==> config.mk <==
export PLATFORM = sky130hd
export DESIGN_NAME = pps_sequencer
export DESIGN_NICKNAME = d
export VERILOG_FILES = /design/src/hw/pps_sequencer.v
export VERILOG_INCLUDE_DIRS = /design/src /design/src/hw
export SDC_FILE = /design/constraint.sdc
export NUM_CORES = 1
export LEC_CHECK = 0
export BUFFER_PORTS_ARGS = -buffer_cell sky130_fd_sc_hd__buf_2
export CORE_MARGIN = 2
export CORE_UTILIZATION = 38
export CTS_BUF_LIST = sky130_fd_sc_hd__clkbuf_4 sky130_fd_sc_hd__clkbuf_8 sky130_fd_sc_hd__clkbuf_16
export CTS_CLUSTER_SIZE = 12
export DETAILED_ROUTE_END_ITERATION = 7
export SYNTH_ARGS = -nofsm -noshare
export SYNTH_HDL_FRONTEND = slang
export SYNTH_SLANG_ARGS = --single-unit
==> constraint.sdc <==
create_clock -name clk_i -period 2.1 [get_ports clk_i]
set_clock_uncertainty 0.1 [all_clocks]
set_input_delay 0.315 -clock clk_i [delete_from_list [all_inputs] [get_ports clk_i]]
set_output_delay 0.315 -clock clk_i [all_outputs]
set_load 0.005 [all_outputs]
==> src/hw/pps_defines.vh <==
// constants and field layout of the power path mode sequencer
// How it works
// - lockout: power-down, pins ignored, battery path on
// - below headroom: pins ignored, input off, floated
// - headroom reached: input-valid low, pins sampled
// - suspend code or overvoltage enters standby
// - valid input: timers on, check pin shorts
// - no short: 100 mA until output rises
// - normal mode keeps re-evaluating pins and input
// - limit pair 00/01/10/11 = 100/500/resistor/suspend
// - input foldback only in 100/500 modes
// - system load has priority over charging
// - output foldback cuts charge, blocks termination
// - supplement enters and leaves on two offsets
// - supplement short: deglitch, off, recover, retry
// - supplement blocks charge termination
// - battery-only short cycling until overload clears
// - charge-enable toggle or suspend exit resets timers
`ifndef PPS_DEFINES_VH
`define PPS_DEFINES_VH
// ----------------------------------------------------------
// input vector bit positions
// ----------------------------------------------------------
`define PPS_IN_W 15
`define PPS_IN_LOCK 0
`define PPS_IN_HEAD 1
`define PPS_IN_OVP 2
`define PPS_IN_OUT_OK 3
`define PPS_IN_SET_SH 4
`define PPS_IN_RES_SH 5
`define PPS_IN_VIN_FB 6
`define PPS_IN_OUT_FB 7
`define PPS_IN_SUP_ENT 8
`define PPS_IN_SUP_EXT 9
`define PPS_IN_SHORT 10
`define PPS_IN_CEN_N 11
`define PPS_IN_SEL_LO 12
`define PPS_IN_SEL_HI 13
`define PPS_IN_SYSTEM_OFF 14
`define PPS_IN_RST 15'h0801
// ----------------------------------------------------------
// timing
// ----------------------------------------------------------
`define PPS_CLK_MHZ 200
`define PPS_DGL_TIME_US 250
`define PPS_REC_TIME_US 60000
`define PPS_DGL_CYC (`PPS_DGL_TIME_US * `PPS_CLK_MHZ)
`define PPS_REC_CYC (`PPS_REC_TIME_US * `PPS_CLK_MHZ)
`define PPS_CNT_W 24
// ----------------------------------------------------------
// limit codes
// ----------------------------------------------------------
`define PPS_LIM_100 2'b00
`define PPS_LIM_500 2'b01
`define PPS_LIM_RES 2'b10
`define PPS_LIM_SUSP 2'b11
// ----------------------------------------------------------
// register map
// ----------------------------------------------------------
`define PPS_ADDR_W 8
`define PPS_REG_STATUS 8'h00
`define PPS_REG_CTRL 8'h04
`define PPS_REG_IRQ_STAT 8'h08
`define PPS_REG_IRQ_EN 8'h0C
`define PPS_REG_IRQ_CLR 8'h10
`define PPS_CTRL_RST 2'b00
`define PPS_CTRL_SUSP 0
`define PPS_CTRL_HOLD 1
`define PPS_IRQ_W 6
`define PPS_IRQ_RST 6'h00
`define PPS_IRQ_SHORT 0
`define PPS_IRQ_PINSH 1
`define PPS_IRQ_OVP 2
`define PPS_IRQ_NORM 3
`define PPS_IRQ_TMR 4
`define PPS_IRQ_LOCK 5
`endif

==> src/hw/pps_sequencer.v <==
// power path mode sequencer with apb control and status
`timescale 1ns/100ps
`default_nettype none
`include "pps_defines.vh"

module pps_sequencer #(
  parameter [`PPS_CNT_W-1:0] DGL_CYC = `PPS_DGL_CYC,
  parameter [`PPS_CNT_W-1:0] REC_CYC = `PPS_REC_CYC
) (
  // clock and reset
  input wire clk_i,
  input wire rst_b_i,
  // comparator results
  input wire input_lockout_i,
  input wire headroom_ok_i,
  input wire overvoltage_i,
  input wire output_above_short_i,
  input wire charge_set_pin_short_i,
  input wire limit_resistor_pin_short_i,
  input wire input_voltage_foldback_i,
  input wire output_voltage_foldback_i,
  input wire supplement_enter_i,
  input wire supplement_exit_i,
  input wire output_short_monitor_i,
  // host control pins
  input wire charge_enable_n_i,
  input wire limit_select_lo_i,
  input wire limit_select_hi_i,
  input wire system_off_i,
  // power path controls
  output reg input_switch_o,
  output reg battery_switch_o,
  output reg output_on_o,
  output reg [1:0] input_limit_o,
  output reg input_limit_reduce_o,
  output reg charge_reduce_o,
  output reg supplement_o,
  output reg term_inhibit_o,
  output reg charge_enable_o,
  output reg timers_active_o,
  output reg timer_reset_o,
  // open-drain status pins
  output wire input_valid_n_o,
  output reg input_valid_n_oe_o,
  output wire charge_status_n_o,
  output reg charge_status_n_oe_o,
  // apb slave
  input wire psel_i,
  input wire penable_i,
  input wire pwrite_i,
  input wire [`PPS_ADDR_W-1:0] paddr_i,
  input wire [31:0] pwdata_i,
  output reg [31:0] prdata_o,
  output wire pready_o,
  output reg pslverr_o,
  // interrupt
  output wire irq_o
);

  // ----------------------------------------------------------
  // states
  // ----------------------------------------------------------
  localparam [6:0] ST_PDOWN = 7'b000_0001;
  localparam [6:0] ST_WAIT = 7'b000_0010;
  localparam [6:0] ST_STBY = 7'b000_0100;
  localparam [6:0] ST_PINCHK = 7'b000_1000;
  localparam [6:0] ST_PINFLT = 7'b001_0000;
  localparam [6:0] ST_SOFT = 7'b010_0000;
  localparam [6:0] ST_NORM = 7'b100_0000;
  localparam [2:0] SC_ON = 3'b001;
  localparam [2:0] SC_DGL = 3'b010;
  localparam [2:0] SC_REC = 3'b100;

  // ----------------------------------------------------------
  // pin synchronisers
  // ----------------------------------------------------------
  wire [`PPS_IN_W-1:0] raw;
  reg [`PPS_IN_W-1:0] s1_reg;
  reg [`PPS_IN_W-1:0] s2_reg;
  reg [`PPS_IN_W-1:0] s3_reg;
  reg [`PPS_IN_W-1:0] f_reg;
  wire [`PPS_IN_W-1:0] agree;
  wire [`PPS_IN_W-1:0] f_next;

  assign raw = {system_off_i, limit_select_hi_i, limit_select_lo_i,
                charge_enable_n_i, output_short_monitor_i,
                supplement_exit_i, supplement_enter_i,
                output_voltage_foldback_i, input_voltage_foldback_i,
                limit_resistor_pin_short_i, charge_set_pin_short_i,
                output_above_short_i, overvoltage_i, headroom_ok_i,
                input_lockout_i};
  // a bit changes only once stages two and three agree
  assign agree = ~(s2_reg ^ s3_reg);
  assign f_next = (agree & s2_reg) | (~agree & f_reg);

  always @(posedge clk_i) begin
    if (!rst_b_i) begin
      s1_reg <= `PPS_IN_RST;
      s2_reg <= `PPS_IN_RST;
      s3_reg <= `PPS_IN_RST;
      f_reg <= `PPS_IN_RST;
    end else begin
      s1_reg <= raw;
      s2_reg <= s1_reg;
      s3_reg <= s2_reg;
      f_reg <= f_next;
    end
  end

  wire lock = f_reg[`PPS_IN_LOCK];
  wire head = f_reg[`PPS_IN_HEAD];
  wire ovp = f_reg[`PPS_IN_OVP];
  wire [1:0] sel = {f_reg[`PPS_IN_SEL_HI], f_reg[`PPS_IN_SEL_LO]};
  wire pin_short = f_reg[`PPS_IN_SET_SH] | f_reg[`PPS_IN_RES_SH];
  wire cen_n = f_reg[`PPS_IN_CEN_N];

  // ----------------------------------------------------------
  // registers visible to software
  // ----------------------------------------------------------
  reg [1:0] ctrl_reg;
  reg [`PPS_IRQ_W-1:0] irq_stat_reg;
  reg [`PPS_IRQ_W-1:0] irq_stat_next;
  reg [`PPS_IRQ_W-1:0] irq_en_reg;
  reg [`PPS_IRQ_W-1:0] ev;

  // ----------------------------------------------------------
  // main sequencer
  // ----------------------------------------------------------
  reg [6:0] st_reg;
  reg [6:0] st_next;
  reg [2:0] sc_reg;
  reg [2:0] sc_next;
  reg [`PPS_CNT_W-1:0] cnt_reg;
  reg [`PPS_CNT_W-1:0] cnt_next;
  reg supp_reg;
  reg supp_next;
  reg cen_prev_reg;
  reg susp_prev_reg;

  wire susp = (sel == `PPS_LIM_SUSP) | ctrl_reg[`PPS_CTRL_SUSP];
  wire valid_in = ~lock & head & ~ovp;
  wire on_input = (st_reg == ST_SOFT) | (st_reg == ST_NORM);
  wire powered = ~(st_reg == ST_PDOWN) & ~(st_reg == ST_WAIT);

  always @* begin
    st_next = st_reg;
    case (st_reg)
      ST_PDOWN: begin
        if (!lock)
          st_next = ST_WAIT;
      end
      ST_WAIT: begin
        if (head)
          st_next = ST_STBY;
      end
      ST_STBY: begin
        if (valid_in && !susp)
          st_next = ST_PINCHK;
      end
      ST_PINCHK: begin
        if (pin_short)
          st_next = ST_PINFLT;
        else
          st_next = ST_SOFT;
      end
      ST_PINFLT: begin
        if (!pin_short)
          st_next = ST_PINCHK;
      end
      ST_SOFT: begin
        if (f_reg[`PPS_IN_OUT_OK])
          st_next = ST_NORM;
      end
      ST_NORM: begin
        st_next = ST_NORM;
      end
      default: begin
        st_next = ST_PDOWN;
      end
    endcase
    // leaving the valid window drops back from any powered state
    if (powered && (st_reg != ST_STBY)) begin
      if (!head)
        st_next = ST_WAIT;
      else if (ovp || susp)
        st_next = ST_STBY;
    end
    if (powered && (st_reg == ST_STBY) && !head)
      st_next = ST_WAIT;
    if (lock)
      st_next = ST_PDOWN;
  end

  // supplement hysteresis between two offsets
  always @* begin
    supp_next = supp_reg;
    if (!on_input)
      supp_next = 1'b0;
    else if (f_reg[`PPS_IN_SUP_ENT])
      supp_next = 1'b1;
    else if (f_reg[`PPS_IN_SUP_EXT])
      supp_next = 1'b0;
  end

  // short monitor: active on battery-only paths and in supplement
  wire mon = ~on_input | supp_reg;
  wire short_now = mon & f_reg[`PPS_IN_SHORT];

  always @* begin
    sc_next = sc_reg;
    cnt_next = cnt_reg;
    case (sc_reg)
      SC_ON: begin
        cnt_next = {`PPS_CNT_W{1'b0}};
        if (short_now)
          sc_next = SC_DGL;
      end
      SC_DGL: begin
        if (!short_now) begin
          sc_next = SC_ON;
          cnt_next = {`PPS_CNT_W{1'b0}};
        end else if (cnt_reg >= DGL_CYC - 1'b1) begin
          sc_next = SC_REC;
          cnt_next = {`PPS_CNT_W{1'b0}};
        end else begin
          cnt_next = cnt_reg + 1'b1;
        end
      end
      SC_REC: begin
        if (cnt_reg >= REC_CYC - 1'b1) begin
          sc_next = SC_ON;
          cnt_next = {`PPS_CNT_W{1'b0}};
        end else begin
          cnt_next = cnt_reg + 1'b1;
        end
      end
      default: begin
        sc_next = SC_ON;
        cnt_next = {`PPS_CNT_W{1'b0}};
      end
    endcase
  end

  // timer restart on charge-enable toggle or suspend exit
  wire tmr_rst = powered & ((cen_n ^ cen_prev_reg) |
                            (susp_prev_reg & ~susp));

  always @(posedge clk_i) begin
    if (!rst_b_i) begin
      st_reg <= ST_PDOWN;
      sc_reg <= SC_ON;
      cnt_reg <= {`PPS_CNT_W{1'b0}};
      supp_reg <= 1'b0;
      cen_prev_reg <= 1'b1;
      susp_prev_reg <= 1'b0;
    end else begin
      st_reg <= st_next;
      sc_reg <= sc_next;
      cnt_reg <= cnt_next;
      supp_reg <= supp_next;
      cen_prev_reg <= cen_n;
      susp_prev_reg <= susp;
    end
  end

  // ----------------------------------------------------------
  // registered outputs
  // ----------------------------------------------------------
  wire sc_off = (sc_reg == SC_REC);
  wire in_norm = (st_reg == ST_NORM);
  wire usb_mode = (sel == `PPS_LIM_100) | (sel == `PPS_LIM_500);
  wire out_fb = in_norm & f_reg[`PPS_IN_OUT_FB];

  always @(posedge clk_i) begin
    if (!rst_b_i) begin
      input_switch_o <= 1'b0;
      battery_switch_o <= 1'b1;
      output_on_o <= 1'b1;
      input_limit_o <= `PPS_LIM_100;
      input_limit_reduce_o <= 1'b0;
      charge_reduce_o <= 1'b0;
      supplement_o <= 1'b0;
      term_inhibit_o <= 1'b0;
      charge_enable_o <= 1'b0;
      timers_active_o <= 1'b0;
      timer_reset_o <= 1'b0;
      input_valid_n_oe_o <= 1'b0;
      charge_status_n_oe_o <= 1'b0;
    end else begin
      input_switch_o <= on_input & ~sc_off;
      battery_switch_o <= ~sc_off &
        ~((st_reg == ST_STBY) & f_reg[`PPS_IN_SYSTEM_OFF]);
      output_on_o <= ~sc_off;
      if (in_norm)
        input_limit_o <= sel;
      else
        input_limit_o <= `PPS_LIM_100;
      input_limit_reduce_o <= in_norm & usb_mode &
        f_reg[`PPS_IN_VIN_FB];
      charge_reduce_o <= out_fb | supp_reg;
      supplement_o <= supp_reg;
      term_inhibit_o <= out_fb | supp_reg;
      charge_enable_o <= in_norm & ~cen_n &
        ~ctrl_reg[`PPS_CTRL_HOLD] & ~supp_reg;
      timers_active_o <= powered & (st_reg != ST_STBY);
      timer_reset_o <= tmr_rst;
      input_valid_n_oe_o <= powered;
      charge_status_n_oe_o <= in_norm & ~cen_n &
        ~ctrl_reg[`PPS_CTRL_HOLD];
    end
  end

  // open-drain pins only ever pull low
  assign input_valid_n_o = 1'b0;
  assign charge_status_n_o = 1'b0;

  // ----------------------------------------------------------
  // interrupt events
  // ----------------------------------------------------------
  always @* begin
    ev = {`PPS_IRQ_W{1'b0}};
    ev[`PPS_IRQ_SHORT] = (sc_reg == SC_DGL) & (sc_next == SC_REC);
    ev[`PPS_IRQ_PINSH] = (st_reg == ST_PINCHK) & (st_next == ST_PINFLT);
    ev[`PPS_IRQ_OVP] = powered & (st_reg != ST_STBY) &
                       (st_next == ST_STBY) & ovp;
    ev[`PPS_IRQ_NORM] = (st_reg != ST_NORM) & (st_next == ST_NORM);
    ev[`PPS_IRQ_TMR] = tmr_rst;
    ev[`PPS_IRQ_LOCK] = (st_reg != ST_PDOWN) & (st_next == ST_PDOWN);
  end

  // ----------------------------------------------------------
  // apb slave
  // ----------------------------------------------------------
  wire setup = psel_i & ~penable_i;
  wire wr = psel_i & penable_i & pwrite_i;
  reg [31:0] rd_data;
  reg rd_err;

  assign pready_o = 1'b1;
  assign irq_o = |(irq_stat_reg & irq_en_reg);

  always @* begin
    rd_data = 32'h0000_0000;
    rd_err = 1'b0;
    if (paddr_i == `PPS_REG_STATUS) begin
      rd_data[6:0] = st_reg;
      rd_data[8:7] = input_limit_o;
      rd_data[9] = supp_reg;
      rd_data[10] = output_on_o;
      rd_data[11] = charge_reduce_o;
      rd_data[12] = input_limit_reduce_o;
      rd_data[13] = charge_enable_o;
    end else if (paddr_i == `PPS_REG_CTRL) begin
      rd_data[1:0] = ctrl_reg;
    end else if (paddr_i == `PPS_REG_IRQ_STAT) begin
      rd_data[`PPS_IRQ_W-1:0] = irq_stat_reg;
    end else if (paddr_i == `PPS_REG_IRQ_EN) begin
      rd_data[`PPS_IRQ_W-1:0] = irq_en_reg;
    end else if (paddr_i == `PPS_REG_IRQ_CLR) begin
      rd_data = 32'h0000_0000;
    end else begin
      rd_err = 1'b1;
    end
  end

  // a new event wins over a clear in the same cycle
  always @* begin
    irq_stat_next = irq_stat_reg;
    if (wr && (paddr_i == `PPS_REG_IRQ_CLR))
      irq_stat_next = irq_stat_reg & ~pwdata_i[`PPS_IRQ_W-1:0];
    irq_stat_next = irq_stat_next | ev;
  end

  always @(posedge clk_i) begin
    if (!rst_b_i) begin
      ctrl_reg <= `PPS_CTRL_RST;
      irq_en_reg <= `PPS_IRQ_RST;
      irq_stat_reg <= `PPS_IRQ_RST;
      prdata_o <= 32'h0000_0000;
      pslverr_o <= 1'b0;
    end else begin
      irq_stat_reg <= irq_stat_next;
      if (setup) begin
        prdata_o <= rd_data;
        pslverr_o <= rd_err;
      end
      if (wr && (paddr_i == `PPS_REG_CTRL))
        ctrl_reg <= pwdata_i[1:0];
      if (wr && (paddr_i == `PPS_REG_IRQ_EN))
        irq_en_reg <= pwdata_i[`PPS_IRQ_W-1:0];
    end
  end

endmodule // pps_sequencer
`default_nettype wire

==> Yosys cells after proc, flatten, opt, wreduce, memory -nomap -nowiden <==
Index checks and enable logic that the tools add are counted.
{ "classes": {"n_mux": 34, "add_sub_neg": 1, "reduce_logical": 16, "eq_ne": 24, "bitwise": 55, "n_lt_le_gt_ge": 2} }
{ "op_table": {"columns": ["operator", "count"], "rows": [
  ["$mux 24", 3],
  ["$mux 7", 9],
  ["$pmux 7 s7", 1],
  ["$pmux 24 s2", 1],
  ["$and 15x15->15", 2],
  ["$not 15->15", 2],
  ["$and 1x1->1", 25],
  ["$add 24x1->24 const B", 1],
  ["$ge 24x16->1 const B", 1],
  ["$ge 24x24->1 const B", 1],
  ["$mux 6", 4],
  ["$mux 18", 1],
  ["$eq 8x4->1 const B", 2],
  ["$or 15x15->15", 1],
  ["$xor 15x15->15", 1],
  ["$eq 7x1->1 const B", 2],
  ["$eq 7x3->1 const B", 2],
  ["$eq 7x5->1 const B", 2],
  ["$eq 7x7->1 const B", 2],
  ["$mux 14", 1],
  ["$and 6x6->6", 2],
  ["$mux 3", 4],
  ["$not 1->1", 12],
  ["$pmux 3 s3", 1],
  ["28 further kinds", 49]
]} }
{ "totals": {"out_inout_bits": 51, "reg_bits": 157} }

==> Logic depth before layout (Yosys ltp) <==
Gate-level depths: netlist (run 1).
{ "depth": {"depth_word": 15, "ltp_mapped": 7, "depth_no_buf": 6} }

==> Least setup slack after synthesis (run 1) <==
OpenSTA, ideal clock, no wires.
{ "synth_timing": {"path_kind": "reg2reg", "startpoint": "register cnt_reg[0]", "endpoint": "register cnt_reg[19]", "n_path_buf": 1, "required_ns": 1.882, "path_stages_with_launch": 8, "t_arrival_ns": 1.935, "setup_slack_ns": -0.053, "synth_period_minus_slack_ns": 2.153, "cell_sequence": "dfxtp_1 -> ha_1 -> nand4_2 -> o31a_1 -> or4_1 -> a21oi_4 -> buf_4 -> nor3b_1"} }
{ "synth_between": {"elab_chain_cells": 4, "elab_cells_between_ends": 7, "classes_between": "add/sub (1); order compare (2); mux (4)"} }
{ "synth_rtl": {"columns": ["item", "line", "text"], "rows": [
  ["start: declaration", "pps_sequencer.v:133", "reg [`PPS_CNT_W-1:0] cnt_reg;"],
  ["start signal: assignment", "pps_sequencer.v:252", "cnt_reg <= {`PPS_CNT_W{1'b0}};"],
  ["start signal: assignment", "pps_sequencer.v:259", "cnt_reg <= cnt_next;"],
  ["$add 24x1->24 or $ge 24x16->1 (tied branches)", "pps_sequencer.v:226, pps_sequencer.v:234, pps_sequencer.v:222", null],
  ["$mux 24", "pps_sequencer.v:222", "end else if (cnt_reg >= DGL_CYC - 1'b1) begin"],
  ["$mux 24", "pps_sequencer.v:219", "if (!short_now) begin"],
  ["$pmux 24 s2 *", "pps_sequencer.v:212", "case (sc_reg)"]
]} }
Every way passes the cells marked *; elsewhere a longest branch is shown, timed or not.
A chain may end at the register's enable or synchronous reset.

==> Worst setup path after layout (run 1) <==
{ "layout_timing": {"startpoint": "register cnt_reg[0]", "endpoint": "register cnt_reg[16]"} }
Same word-level chain as after synthesis.

==> results of run 1 <==
==> timing repair <==
action / in CTS / in global routing
setup buffers: 0 / 1
resized for setup: 0 / 5
hold buffers: 14 / 0
endpoints found under the hold margin: 14 / 0
gates cloned: 0 / 2
setup endpoints to repair: 11 / 24
pin swaps: 1 / 1
==> path summary, 6_finish.rpt <==
kind | startpoint | end | cells past startpoint
worst max-delay path | cnt_reg[0]$_SDFF_PN0_ | cnt_reg[16]$_SDFF_PN0_ | 7
worst min-delay path | overvoltage_i | s1_reg[2]$_SDFF_PN0_ | 2
worst min register to register | s1_reg[0]$_SDFF_PN1_ | s2_reg[0]$_SDFF_PN1_ | 1
worst max register to register | cnt_reg[0]$_SDFF_PN0_ | cnt_reg[16]$_SDFF_PN0_ | 7
==> worst max-delay path, cell delays in order (launching register included) <==
cell and delay, ns:
dfxtp_2 0.36, ha_4 0.14, nand4_2 0.12, o31a_1 0.31, or4_4 0.46, a21oi_4 0.26, clkbuf_16 0.19, nor2_1 0.05
==> power groups by stage <==
| stage | Sequential, W | Combinational [W] | Clock, W |
|---|---|---|---|
| 2_1_floorplan | 0.00274 | 0.000123 | 0 |
| 3_3_place_gp | 0.00274 | 0.000153 | 0 |
| 6_report | 0.00269 | 0.000176 | 0.00288 |
| 3_5_place_dp | 0.00275 | 0.000157 | 0 |
| 4_1_cts | 0.00269 | 0.000177 | 0.00296 |
| 5_1_grt | 0.00269 | 0.000197 | 0.00307 |
==> per-stage QoR <==
| step | area, um^2 | setup WS, ns | std cells |
|---|---|---|---|
| 2_1_floorplan | 5770 | 0.00324 | 631 |
| 3_3_place_gp | 6190 | 0.0520 | 845 |
| 3_5_place_dp | 6190 | 0.0114 | 845 |
| 4_1_cts | 6910 | 0.0213 | 891 |
| 5_1_grt | 6970 | -0.0407 | 894 |
| 6_report | 6970 | -0.00124 | 894 |
==> cells by family (layout without fill, tap and decap cells) <==
group	count (synthesis)	count (layout)	share of synthesized area, %
and+or+nand+nor	266	266	26.3
DFF	139	139	48.9
AOI/OAI and AO/OA	104	104	12.5
buffers and inverters	63	142	5.92
xor gates and xnor gates	25	25	3.85
muxes	12	12	2.11
other	2	21	0.132
adders and majority gates	1	1	0.220
==> final cells by class <==
| type | count | area, um^2 |
|---|---|---|
| clock buffer | 18 | 433 |
| clock inverter | 14 | 146 |
| fill | 1385 | 7610 |
| inverter | 9 | 33.8 |
| multi-input combinational | 429 | 2660 |
| sequential | 139 | 2790 |
| tap | 184 | 230 |
| timing repair buffer | 101 | 682 |
==> layer usage <==
layer  up-vias  share of wire (%)  routed length (um)
met4         0                1.7                 204
met5         -                  0                   0
li1       2224                  -                   -
met1      2037                 46                5480
met2       123                 47                5640
met3        19                5.0                 598
==> synthesized netlist by cell type, drive strengths merged (3+ instances only) <==
cell type and count:
nor4 9, buf 27, and2 42, nand3 23
or2 6, a31oi 4, nand2b 13, xnor2 16
or4 3, and4 3, a22oi 11, nor3 15
and3 6, a21o 4, a211oi 5, dfxtp 139
clkbuf 27, o21ai 32, inv 9, nor4b 3
a21oi 12, nor2 36, nor2b 22, mux2i 12
nand2 56, xor2 9, nor3b 13, a21boi 21
nand4 7
==> impl_metrics.csv, run 1 <==
group,metric,value,unit
status,outcome,"finished with violations",
status,violations,"negative setup slack",
place,place_hpwl,8.31,mm
floorplanning,die_h,126,um
critical_path,required,2.31,ns
cts,clk_pin_slew,0.06,ns
routing,drcViolationCount,0,
routing,viasPerCell,4.93,
critical_path,cp-end-kind,"register",
synth,synthesis.area,5690,um^2
cts,cts_root_buffer,"clkbuf_16",
floorplanning,core_area,14600,um^2
sta,max_slew_margin,65.0,%
cts,clock_latency,0.42,ns
finish,nNetsFinal,758,
pwr,power_frac_comb,3.1,%
critical_path,ff2ff_setup_slack,-0.001,ns
routing,drtIter0Drc,288,
finish,area_growth_syn_to_layout,22.6,%
floorplanning,dieArea,16000,um^2
sta,whs,0.0205,ns
synth,synth_seq_cells,139,
cts,cts_tree,"done",
finish,final_cell_mix,"136 x dfxtp_1, 63 x buf_2, 56 x nand2_1, 41 x and2_1, 36 x nor2_1",
pwr,p_sw_share,21.2,%
sta,min_period_over_period,100,%
min_path,hp-class,"in -> reg",
critical_path,cp_max_fo,6,
global_routing,grt_max_degree,96,
flow_run,maxCapViolations,0,
place,port_buffers,63,
global_routing,met1_usage,19.6,%
synth,async_flop_share,0,%
synth,synthFlopType,"dfxtp_1",
critical_path,critPathKind,"reg -> reg",
sta,slew_viol_final,0,
finish,final_common_cell,"dfxtp_1",
global_routing,grt_usage,15.3,%
pwr,p_leak,2.72,nW
cts,cts_buffer_depth,2,
critical_path,start_kind,"register",
pwr,power_switching,0.00122,W
synth,synth_area_leaders,"dfxtp_1 49%, and2_1 4.5%, nand2_1 3.7%, buf_4 3.2%, a21boi_0 2.8%",
sta,fmax,476,MHz
sta,final_hold_viol_count,0,
synth,yosysSeqAreaShare,48.9,%
synth,synth-edff-count,0,
global_routing,use_met2,24.3,%
global_routing,grt_overflow_total,0,
floorplanning,rows,44,
finish,diodes,0,
floorplanning,initial_utilization,39.0,%
pwr,total_power,0.00574,W
synth,yosysWarnings,0,
place,gp_congestion,0.831,
global_routing,grtUsageMet3,3.96,%
cts,clock_sinks,139,
cts,cts_buffers,17,
sta,finalSetupViolations,2,
critical_path,cp_data_arrival_time,2.31,ns
sta,tightest_slew,0.524,ns
routing,drtPass1Iterations,7,
sta,layout_setup_ws,-0.00124,ns
pwr,p_per_area,824,nW/um^2
finish,utilization,47.8,%
synth,netlist_instances,612,
sta,rsz0062_at_grt,"yes",
pwr,clkPwrFrac,50.1,%
sta,layout_min_cycle_time,2.10,ns
global_routing,antenna_found_initial,0,
pwr,peakVddDrop,0.516,mV
floorplanning,pin_count,111,
routing,num_vias,4403,
routing,wl_per_cell,13.3,um
global_routing,grt_pass1_vias,4156,
synth,synth_top_area_share,48.9,%
sta,tns,-0.00220,ns
global_routing,top_usage_layer,"met2",
finish,drive_gt1_share,19.7,%
cts,h-tree-depth,4,
synth,ys_types,64,
routing,antenna_left,0,
global_routing,grt_pass1_wl,19.7,mm
pwr,p_int,0.00452,W
synth,yosysTopAreaCell,"dfxtp_1",
routing,drt_wl_total,11.9,mm
synth,syn_avg_cell_area,9.29,um^2
pwr,seq_power_share,46.8,%
floorplanning,fp.dieW,126,um
Note: power is estimated with default switching activity, not from simulation.
==> inputs of run 2 (changes only) <==
RECOVER_POWER = 100   (was default)
clock period = 2.6 ns   (was 2.1 ns; I/O delays follow)
==> impl_metrics.csv, run 2 (same netlist as run 1, synthesis figures left out) <==
group,metric,value,unit
pwr,peakVddDrop,0.508,mV
critical_path,critPathKind,"reg -> reg",
global_routing,grt_usage,14.7,%
global_routing,grt_max_degree,128,
cts,cts_root_buffer,"clkbuf_16",
routing,drt_wl_total,11.3,mm
sta,fmax,428,MHz
floorplanning,dieArea,16000,um^2
critical_path,cp-end-kind,"register",
sta,tightest_slew,0.810,ns
pwr,p_leak,2.49,nW
routing,viasPerCell,4.98,
global_routing,grt_pass1_wl,18.9,mm
critical_path,cp_max_fo,9,
routing,drtIter0Drc,275,
sta,final_hold_viol_count,0,
floorplanning,die_h,126,um
critical_path,cp_data_arrival_time,2.59,ns
finish,utilization,45.4,%
sta,max_slew_margin,45.9,%
finish,drive_gt1_share,14.6,%
sta,slew_viol_final,0,
critical_path,start_kind,"register",
pwr,total_power,0.00478,W
routing,drtPass1Iterations,4,
routing,drcViolationCount,0,
sta,min_period_over_period,89.8,%
pwr,seq_power_share,45.4,%
flow_run,maxCapViolations,0,
min_path,hp-class,"in -> reg",
sta,whs,0.0533,ns
place,port_buffers,63,
finish,nNetsFinal,728,
critical_path,required,2.86,ns
cts,cts_buffers,17,
finish,area_growth_syn_to_layout,16.4,%
floorplanning,rows,44,
finish,final_cell_mix,"139 x dfxtp_1, 56 x nand2_1, 53 x buf_2, 36 x nor2_1, 32 x o21ai_0",
cts,cts_hold_buf,0,
place,gp_congestion,0.782,
sta,tns,0,ns
cts,clock_latency,0.42,ns
global_routing,grt_pass1_vias,4015,
routing,num_vias,4297,
sta,layout_min_cycle_time,2.34,ns
floorplanning,fp.dieW,126,um
status,outcome,"finished clean",
sta,finalSetupViolations,0,
cts,cts_buffer_depth,2,
cts,h-tree-depth,4,
cts,cts_tree,"done",
pwr,power_frac_comb,2.5,%
pwr,p_sw_share,19.9,%
cts,clk_pin_slew,0.06,ns
global_routing,antenna_found_initial,0,
finish,final_common_cell,"dfxtp_1",
routing,antenna_left,0,
pwr,power_switching,0.000952,W
pwr,p_per_area,722,nW/um^2
sta,rsz0062_at_grt,"no",
finish,diodes,0,
global_routing,grt_overflow_total,0,
pwr,p_int,0.00383,W
cts,cts_resized,0,
place,place_hpwl,7.73,mm
floorplanning,pin_count,111,
cts,cts_setup_buffers,0,
floorplanning,initial_utilization,39.0,%
pwr,clkPwrFrac,52.1,%
cts,clock_sinks,139,
floorplanning,core_area,14600,um^2
routing,wl_per_cell,13.1,um
[run 2: cell count changes in the layout (fill, tap and decap cells not counted), moves of 3 or more]
cell,before,now
and2_0,1,12
and2_1,41,30
buf_2,63,53
buf_4,20,5
clkbuf_1,0,11
clkinv_2,4,1
dfxtp_1,136,139
dfxtp_2,3,0
dlygate4sd3_1,14,0
inv_6,3,0
[run 2: path summary, 6_finish.rpt]
kind / from / end / slack, ns / depth (start not counted)
worst max-delay path: st_reg[0]$_SDFF_PN1_ / input_limit_reduce_o$_SDFF_PN0_ / 0.26 / 5
worst max register to register: st_reg[0]$_SDFF_PN1_ / input_limit_reduce_o$_SDFF_PN0_ / 0.26 / 5
worst min register to register: s1_reg[11]$_SDFF_PN1_ / s2_reg[11]$_SDFF_PN1_ / 0.31 / 1
worst min-delay path: input_lockout_i / s1_reg[0]$_SDFF_PN1_ / 0.05 / 2
[run 2: power by group through the flow]
stage / Combinational, W / Sequential, W / Clock, W
after floorplan: 0.0000996 / 0.00221 / 0
after global placement: 0.000121 / 0.00222 / 0
after detailed placement: 0.000122 / 0.00222 / 0
after CTS: 0.000123 / 0.00217 / 0.00255
after global routing: 0.000133 / 0.00217 / 0.00264
final: 0.000118 / 0.00217 / 0.00249
[run 2: final cells by class]
type                            count  area, um^2
Fill cell                        1441        7970
Multi-Input combinational cell    429        2590
Clock buffer                       19         440
Tap cell                          184         230
Clock inverter                     11         173
Timing Repair Buffer               71         369
Inverter                            9        33.8
Sequential cell                   139        2780
[run 2: worst max-delay path, cell delays in order, from the launching register on]
cell and delay [ns]:
dfxtp_1 0.40, or4_1 0.62, or2_0 0.31, nor3b_1 0.48, and2_1 0.22, and3b_1 0.15
[run 2: layer usage]
layer	global-route usage, %	vias to the layer above	wire length, um	share of wire [%]
li1	-	2163	-	-
met1	18.8	2012	5280	47
met2	22.7	109	5280	47
met3	4.05	13	543	4.8
met4	7.37	0	165	1.5
met5	0	-	0	0
[run 2: stage by stage]
stage	cell area (um^2)	instances	worst slack, ns
after global routing	6620	862	0.132
after global placement	6070	832	0.369
after floorplan	5760	631	0.447
final	6620	862	0.265
after detailed placement	6070	832	0.303
after CTS	6690	862	0.322
